`config.mk`:
```
export PLATFORM = sky130hd
export DESIGN_NAME = arc_analog_reference_control
export DESIGN_NICKNAME = d
export VERILOG_FILES = /design/src/design/arc_analog_reference_control.v /design/src/design/arc_reg8.v
export VERILOG_INCLUDE_DIRS = /design/src /design/src/design
export SDC_FILE = /design/constraint.sdc
export NUM_CORES = 1
export LEC_CHECK = 0
export BUFFER_PORTS_ARGS = -buffer_cell sky130_fd_sc_hd__buf_4
export CORE_UTILIZATION = 39
export CTS_CLUSTER_DIAMETER = 120
export CTS_CLUSTER_SIZE = 40
export DETAILED_ROUTE_END_ITERATION = 10
export MAX_ROUTING_LAYER = met4
export PLACE_DENSITY = 0.81
export SETUP_SLACK_MARGIN = 0.15
export SYNTH_ARGS = -nofsm -noshare
export SYNTH_HDL_FRONTEND = slang
export SYNTH_SLANG_ARGS = --single-unit
```
`constraint.sdc`:
```
create_clock -name clock_in -period 1.4 [get_ports clock_in]
set_clock_uncertainty 0.15 [all_clocks]
set_input_delay 0 -clock clock_in [delete_from_list [all_inputs] [get_ports clock_in]]
set_output_delay 0 -clock clock_in [all_outputs]
set_load 0.02 [all_outputs]
```
`src/design/arc_defs.vh`:
```
`ifndef ARC_DEFS_VH
`define ARC_DEFS_VH
// ----------------------------------------
// Register placement
// ----------------------------------------
`define ARC_REG_ADDR 8'hD1
`define ARC_REG_PAGE 8'h00
// ----------------------------------------
// Field positions
// ----------------------------------------
`define ARC_BIT_BUF_EN 0
`define ARC_BIT_BIAS_FORCE 1
`define ARC_BIT_TEMP_EN 2
`define ARC_BIT_SRC_SEL 3
`define ARC_BIT_LEVEL_SEL 4
`define ARC_BIT_ZTC_FORCE 5
`define ARC_USED_MASK 8'h3F
`define ARC_RESET_VALUE 8'h00
`endif

```
`src/design/arc_analog_reference_control.v`:
```
`timescale 1ns/1ps
`include "arc_defs.vh"
module arc_analog_reference_control (
    input wire clock_in,
    input wire rstn_in,
    input wire [7:0] sfr_addr_in,
    input wire [7:0] sfr_page_in,
    input wire sfr_wr_in,
    input wire sfr_rd_in,
    input wire [7:0] sfr_wdata_in,
    output reg [7:0] sfr_rdata_out,
    output wire sfr_sel_out,
    input wire adc_bias_req_in,
    input wire temp_bias_req_in,
    input wire osc_bias_req_in,
    input wire ztc_bias_req_in,
    output wire reference_source_select_out,
    output wire reference_buffer_enable_out,
    output wire reference_level_select_out,
    output wire temp_sensor_enable_out,
    output wire bias_generator_on_out,
    output wire zero_tc_bias_on_out
);
    // ----------------------------------------
    // Helper functions
    // ----------------------------------------
    // One decode serves both strobes, so they cannot disagree on a hit
    function arc_hit;
        input [7:0] addr;
        input [7:0] page;
        begin
            arc_hit = (addr == `ARC_REG_ADDR) &&
                (page == `ARC_REG_PAGE);
        end
    endfunction

    // Pulls one control bit out of the stored byte
    function arc_field;
        input [7:0] value;
        input integer pos;
        begin
            arc_field = value[pos];
        end
    endfunction

    // Read view of the stored byte with the unused bits forced low
    function [7:0] arc_read_view;
        input [7:0] value;
        begin
            arc_read_view = value & `ARC_USED_MASK;
        end
    endfunction

    // Any one demand is enough; none of them needs software help
    function arc_demand;
        input adc;
        input temp;
        input osc;
        input sensor_on;
        begin
            arc_demand = adc | temp |
                osc | sensor_on;
        end
    endfunction

    // ----------------------------------------
    // Decode
    // ----------------------------------------
    wire hit;
    wire wr_hit;
    wire rd_hit;
    wire [7:0] ctrl_r;
    wire [7:0] mask_nxt;
    reg [7:0] wdata_nxt;
    reg [7:0] rdata_nxt;

    assign hit = arc_hit(sfr_addr_in, sfr_page_in);
    assign wr_hit = hit & sfr_wr_in;
    assign rd_hit = hit & sfr_rd_in;
    assign sfr_sel_out = hit;

    // ----------------------------------------
    // Write data
    // ----------------------------------------
    // Built field by field so no write can land on an unused bit
    always @*
    begin
        wdata_nxt = 8'h00;
        wdata_nxt[`ARC_BIT_BUF_EN] = sfr_wdata_in[`ARC_BIT_BUF_EN];
        wdata_nxt[`ARC_BIT_BIAS_FORCE] = sfr_wdata_in[`ARC_BIT_BIAS_FORCE];
        wdata_nxt[`ARC_BIT_TEMP_EN] = sfr_wdata_in[`ARC_BIT_TEMP_EN];
        wdata_nxt[`ARC_BIT_SRC_SEL] = sfr_wdata_in[`ARC_BIT_SRC_SEL];
        wdata_nxt[`ARC_BIT_LEVEL_SEL] = sfr_wdata_in[`ARC_BIT_LEVEL_SEL];
        wdata_nxt[`ARC_BIT_ZTC_FORCE] = sfr_wdata_in[`ARC_BIT_ZTC_FORCE];
    end

    // ----------------------------------------
    // Storage
    // ----------------------------------------
    // The mask is a second guard on the unused bits at the storage itself
    assign mask_nxt = `ARC_USED_MASK;

    arc_reg8 #(
        .WIDTH(8)
    ) u_reg (
        .clock_in(clock_in),
        .rstn_in(rstn_in),
        .wr_en_in(wr_hit),
        .wr_data_in(wdata_nxt),
        .wr_mask_in(mask_nxt),
        .q_out(ctrl_r)
    );

    // ----------------------------------------
    // Read path
    // ----------------------------------------
    // A write and a read on one edge return the old value
    always @*
    begin
        rdata_nxt = 8'h00;
        if (rd_hit)
        begin
            rdata_nxt = arc_read_view(ctrl_r);
        end
    end

    // Registered so read data stays stable for the core's sample edge
    always @(posedge clock_in or negedge rstn_in)
    begin
        if (!rstn_in)
            sfr_rdata_out <= `ARC_RESET_VALUE;
        else
            sfr_rdata_out <= rdata_nxt;
    end

    // ----------------------------------------
    // Field taps
    // ----------------------------------------
    // Each control comes straight from a stored bit, so it never glitches
    wire src_sel;
    wire buf_en;
    wire level_sel;
    wire temp_en;
    wire bias_force;
    wire ztc_force;

    assign src_sel =
        arc_field(ctrl_r, `ARC_BIT_SRC_SEL);
    assign buf_en =
        arc_field(ctrl_r, `ARC_BIT_BUF_EN);
    assign level_sel =
        arc_field(ctrl_r, `ARC_BIT_LEVEL_SEL);
    assign temp_en =
        arc_field(ctrl_r, `ARC_BIT_TEMP_EN);
    assign bias_force =
        arc_field(ctrl_r, `ARC_BIT_BIAS_FORCE);
    assign ztc_force =
        arc_field(ctrl_r, `ARC_BIT_ZTC_FORCE);

    // ----------------------------------------
    // Reference source
    // ----------------------------------------
    // Low keeps the reference pin, for external and buffered use alike
    assign reference_source_select_out = src_sel;

    // ----------------------------------------
    // Reference buffer
    // ----------------------------------------
    // Left on, the buffer burns current; keeping it off is up to software
    assign reference_buffer_enable_out = buf_en;

    // ----------------------------------------
    // Reference level
    // ----------------------------------------
    assign reference_level_select_out = level_sel;

    // ----------------------------------------
    // Temperature sensor
    // ----------------------------------------
    assign temp_sensor_enable_out = temp_en;

    // ----------------------------------------
    // Analog bias generator
    // ----------------------------------------
    wire bias_demand;
    // Demand is combinational so bias never lags a peripheral enable
    assign bias_demand = arc_demand(
        adc_bias_req_in,
        temp_bias_req_in,
        osc_bias_req_in,
        temp_en);
    assign bias_generator_on_out =
        bias_force | bias_demand;

    // ----------------------------------------
    // Zero-TC bias
    // ----------------------------------------
    // The force bit must be set before the oscillator is suspended
    assign zero_tc_bias_on_out =
        ztc_force | ztc_bias_req_in;

endmodule // arc_analog_reference_control

```
`src/design/arc_reg8.v`:
```
`timescale 1ns/1ps
// ----------------------------------------
// Storage for the writable bits
// ----------------------------------------
module arc_reg8 #(
    parameter WIDTH = 8
) (
    input wire clock_in,
    input wire rstn_in,
    input wire wr_en_in,
    input wire [WIDTH-1:0] wr_data_in,
    input wire [WIDTH-1:0] wr_mask_in,
    output reg [WIDTH-1:0] q_out
);
    always @(posedge clock_in or negedge rstn_in)
    begin
        if (!rstn_in)
            q_out <= {WIDTH{1'b0}};
        else if (wr_en_in)
            q_out <= wr_data_in & wr_mask_in;
    end
endmodule // arc_reg8
```
* After elaboration in Yosys (flattened, before gate mapping) *
Cells that the tools add are included.

storage, ports and cells
  flip-flop bits (word level) = 14
  input bits = 32
  output and inout port bits = 15
  word-level logic and storage cells = 13

operators by class
  eq/ne operators = 1
  mux-type cells = 1
  bitwise operators = 7
  reductions and logical operators = 2

operators by type and width
  cell                                  count
  == test 8 bit, second input constant  1
  zero test 8 bit                       1
  two-way mux 6 bit                     1
  OR 1 bit                              5
  AND 1 bit                             2
  logical AND 1 bit                     1

* Logic depth before layout (Yosys ltp) *
  depth in word-level cells = 4
  mapped depth = 5
  mapped depth without buffers = 4

* Hierarchy *
A second synthesis with hierarchy kept.

unflattened totals
  cell total of the unflattened synthesis = 60
  area total of the unflattened synthesis = 636.9 um^2

modules (own cells, without submodules)
  module                        times used  cells each  area an instance (um^2)  seq. area each (um^2)
  arc_reg8                      1           33          339.1                    200.2
  arc_analog_reference_control  1           27          297.8                    150.1

* Worst setup path after synthesis *
Ideal clock, no wire load.

  kind = input port to flip-flop
  start = input sfr_page_in[6]
  end = register u_reg.q_out[0]
  setup time = 0.125 ns
  arrival time = 0.964 ns
  required time = 1.125 ns
  slack = 0.161 ns
  cell stages on the path = 5
  buffers on the path = 1
  path through = nor4b_2 > and4_1 > buf_6 > nand2_8 > mux2_4

on the way
  cells in the longest elaborated chain, start to end = 3

RTL lines
  element                    line                               text
  start: declaration         arc_analog_reference_control.v:7   input wire [7:0] sfr_page_in,
  zero test 8 bit (no line)  -
  logical AND 1 bit          arc_analog_reference_control.v:32  arc_hit = (addr == `ARC_REG_ADDR) &&
  net sfr_sel_out            arc_analog_reference_control.v:12  output wire sfr_sel_out,
  AND 1 bit                  arc_analog_reference_control.v:78  assign wr_hit = hit & sfr_wr_in;
  end signal: assignment     arc_reg8.v:18                      q_out <= {WIDTH{1'b0}};
  end signal: assignment     arc_reg8.v:20                      q_out <= wr_data_in & wr_mask_in;
  end: declaration           arc_reg8.v:13                      output reg [WIDTH-1:0] q_out

The timed path passes the listed nets, and every way through them passes these cells.
A chain may end at the register's enable or synchronous reset.

* Worst setup path after layout *
  start = register u_reg.q_out[5]
  end = output zero_tc_bias_on_out

on the way
  cells in the longest elaborated chain, start to end = 1

RTL lines
  element           line                                text
  OR 1 bit          arc_analog_reference_control.v:200  ztc_force | ztc_bias_req_in;
  end: declaration  arc_analog_reference_control.v:22   output wire zero_tc_bias_on_out

Every way passes these cells.

==> summary.txt <==
Delay contributed by the slowest stage of the critical path - 390 ps
Buf+Inv Stages, Crit Path - 1
Number of nets in the final layout - 128
Post-Synthesis Cells - 38
Post-synthesis instance area - 565.5 um2
Via total after detailed routing - 517
Detailed-routing wirelength on met1 - 495 um
DRT iter0 DRCs - 0
Chip width - 40.08 um
Sequential element share of the synthesized area - 53.10%
Overall die area - 1606 um2
Initial Util - 42.92%
Compound-Gate Fraction of Synth Area - 0%
Critical-path cell list - or2_2 > buf_6
I/O pin count - 47
Final setup violating endpoints - 0
Total global-route track usage - 18.97%
Count of inserted antenna diode cells - 0
Worst slack, placed - -21.20 ps
Total number of yosys warnings - 0
Peak VDD IR - 325.9 uV
Detailed route wirelength on metal3 - 108 um
Max-cap viol count - 0
Total met2 wirelength after detailed routing - 700 um
CP Launch Type - flop
Synth Area in Simple Gates - 25.66%
Setup TNS after final layout - 0 ps
Vias in the first global route - 504
Crit path max-delay family - flip-flops
Highest signal layer in the routed design - met4
Arrival time of data at the critical path endpoint - 1070 ps
Leakage power - 0.0005782 uW
Final weighted congestion in routability-driven placement - 0.6767
CTS tree - yes
Clock root buffer master - clkbuf_4
Clock transition at path regs - 70 ps
Overflow after GRT - 0
Count of cells along the worst hold path - 3
Post-synthesis share of cell area spent on full adders, half adders and majority gates - 0%
Kind of end point of the critical path - output pin
Die boundary height - 40.08 um
Inserted Clock Buffers - 3
Post-DP HPWL - 979.8 um
Maximum achievable frequency - 816.7 MHz
Post-layout minimum cycle time - 1224 ps
Number of pins exceeding their max-slew limit in the final report - 0
Clock latency reported for the late side of the worst-skew pair - 260 ps
Post-detailed-routing wire length - 1.313 mm
Post-place instance area - 884.6 um2
Dominant combinational cell family by area after synthesis - simple AND/OR/NAND/NOR gates
Number of different library cells in the post-synthesis netlist - 15
Sink of the worst hold path - zero_tc_bias_on_out
Share of layout cells above drive strength 1 - 71.58%
Proportion of synthesized area in mux cells - 15.93%
XOR/XNOR share of the synthesized area - 0%
Cell row count - 13
TritonCTS sink count - 12
Number of DRC violations after detailed routing - 0
Detail Route Antenna Nets - 0
Post-layout worst setup margin - 175.6 ps
Outcome - finished clean
Avg Cell Area, Syn - 14.88 um2
PortBufs - 42
Flop and latch count out of synthesis - 12
Hold wc startpoint - ztc_bias_req_in
Worst R2R Path Depth - 2
Startpoint of the lowest-slack register-to-register path - u_reg.q_out[2]
Initial antenna violation count - 0
Number of iterations in the first detailed-routing pass - 1
Reg-to-reg critical path endpoint - u_reg.q_out[2]
Final number of hold-violating endpoints - 0
Vias per std cell - 4.700
Design area - 1050 um2
Pin count of the biggest net entering global routing - 13
Area overhead of the layout relative to synthesis - 85.62%
Max Root-Sink Buffers - 2
PD cells - 696.3 nW/um2
HP Class - in -> out
Share of the cycle needed by the critical path after routing - 87.46%
Peak fanout along the critical path - 3
Internal reg-to-reg setup slack - 350 ps
Slowest-stage cell, CP - dfrtp_1
Placeable Area - 1318 um2
Post-detailed-route wirelength per cell - 11.94 um
First-pass GRT wire length - 1.932 mm
CP required - 1250 ps
H-tree levels - 1
RSZ-0062 raised after global routing - yes
Worst Path Class, Setup - reg -> out
## registers in the layout, summed over array words and instances (netlist names)
signal         count
sfr_rdata_out      6
u_reg.q_out        6
## Yosys cell counts, drive strengths merged
cell	count	area (um2)
or2	1	6.260
and4	1	8.760
mux2	6	90.09
buf	3	26.27
nor4bb	1	10.01
conb	1	3.750
dfrtp	12	300.3
nor2	1	3.750
nand2	2	23.77
and3	6	45.04
nor4b	2	30.03
nor3	1	5.000
nor4	1	12.51
## power by group
part           internal [uW]  switching [uW]
combinational           81.5            38.7
clock                    158             106
sequential               346          0.0519
total                    586             145
## through the flow
| stage | power, uW | hold WS [ps] | std cells | util (%) |
|---|---|---|---|---|
| 2_1_floorplan | 374.8 | -445.6 | 39 | - |
| 3_3_place_gp | 445.7 | -310.9 | 94 | 67.14 |
| 3_5_place_dp | 448.2 | -308.1 | 94 | 67.14 |
| 4_1_cts | 737.5 | 134.8 | 109 | 78.06 |
| 5_1_grt | 764.1 | 148.6 | 110 | 79.68 |
| 6_report | 730.9 | 125.8 | 110 | 79.68 |
## metal layers
| layer | vias to the layer above | global-route usage [%] |
|---|---|---|
| li1 | 246 | - |
| met1 | 233 | 19.72 |
| met2 | 36 | 34.68 |
| met3 | 2 | 3.333 |
| met4 | 0 | 7.759 |
| met5 | - | - |
## how the worst max path moves through the flow
stage,start,end,slack [ps],depth (start not counted)
2_1_floorplan,sfr_page_in[6],u_reg.q_out[0],160,5
3_3_place_gp,sfr_page_in[6],u_reg.q_out[4],20,5
3_5_place_dp,sfr_page_in[1],u_reg.q_out[1],-20,5
4_1_cts,u_reg.q_out[5],zero_tc_bias_on_out,160,2
5_1_grt,u_reg.q_out[1],bias_generator_on_out,110,3
6_report,u_reg.q_out[5],zero_tc_bias_on_out,180,2
## cell type report
| type | count | area [um2] |
|---|---|---|
| sequential | 12 | 300.3 |
| tap | 15 | 18.77 |
| clock buffer | 4 | 36.28 |
| fill | 81 | 267.8 |
| multi-input combinational | 24 | 249.0 |
| timing repair buffer | 55 | 445.4 |
## logic make-up (layout without fill, tap and decap cells)
family	after synthesis	count (layout)
muxes	6	6
DFF	12	12
other	1	2
buffers and inverters	3	59
and+or+nand+nor	16	16
## layout by cell type (no fill, tap or decap)
cell,n
clkbuf_4,3
nor4b_2,2
buf_6,2
nor2_1,1
clkbuf_8,1
nor3_2,1
nor4bb_1,1
mux2_4,6
dlygate4sd3_1,10
nor4_2,1
nand2_1,1
or2_2,1
conb_1,2
nand2_8,1
and4_2,1
buf_4,43
dfrtp_1,12
and3_2,6
## timing repair
action / 4_1_cts / 5_1_grt
hold endpoints to repair: 24 / 0
pin swaps: 0 / 2
gates resized for setup: 0 / 4
hold buffers: 10 / 0
buffers inserted: 1 / 1
endpoints found under the setup margin: 1 / 3
## worst register-to-register path: cells and delay by family, from the launching register on
family / cells / cell delay, ps
buffers and inverters: 1 / 150
DFF: 1 / 400
muxes: 1 / 250
Note: power is estimated with default switching activity, not from simulation.
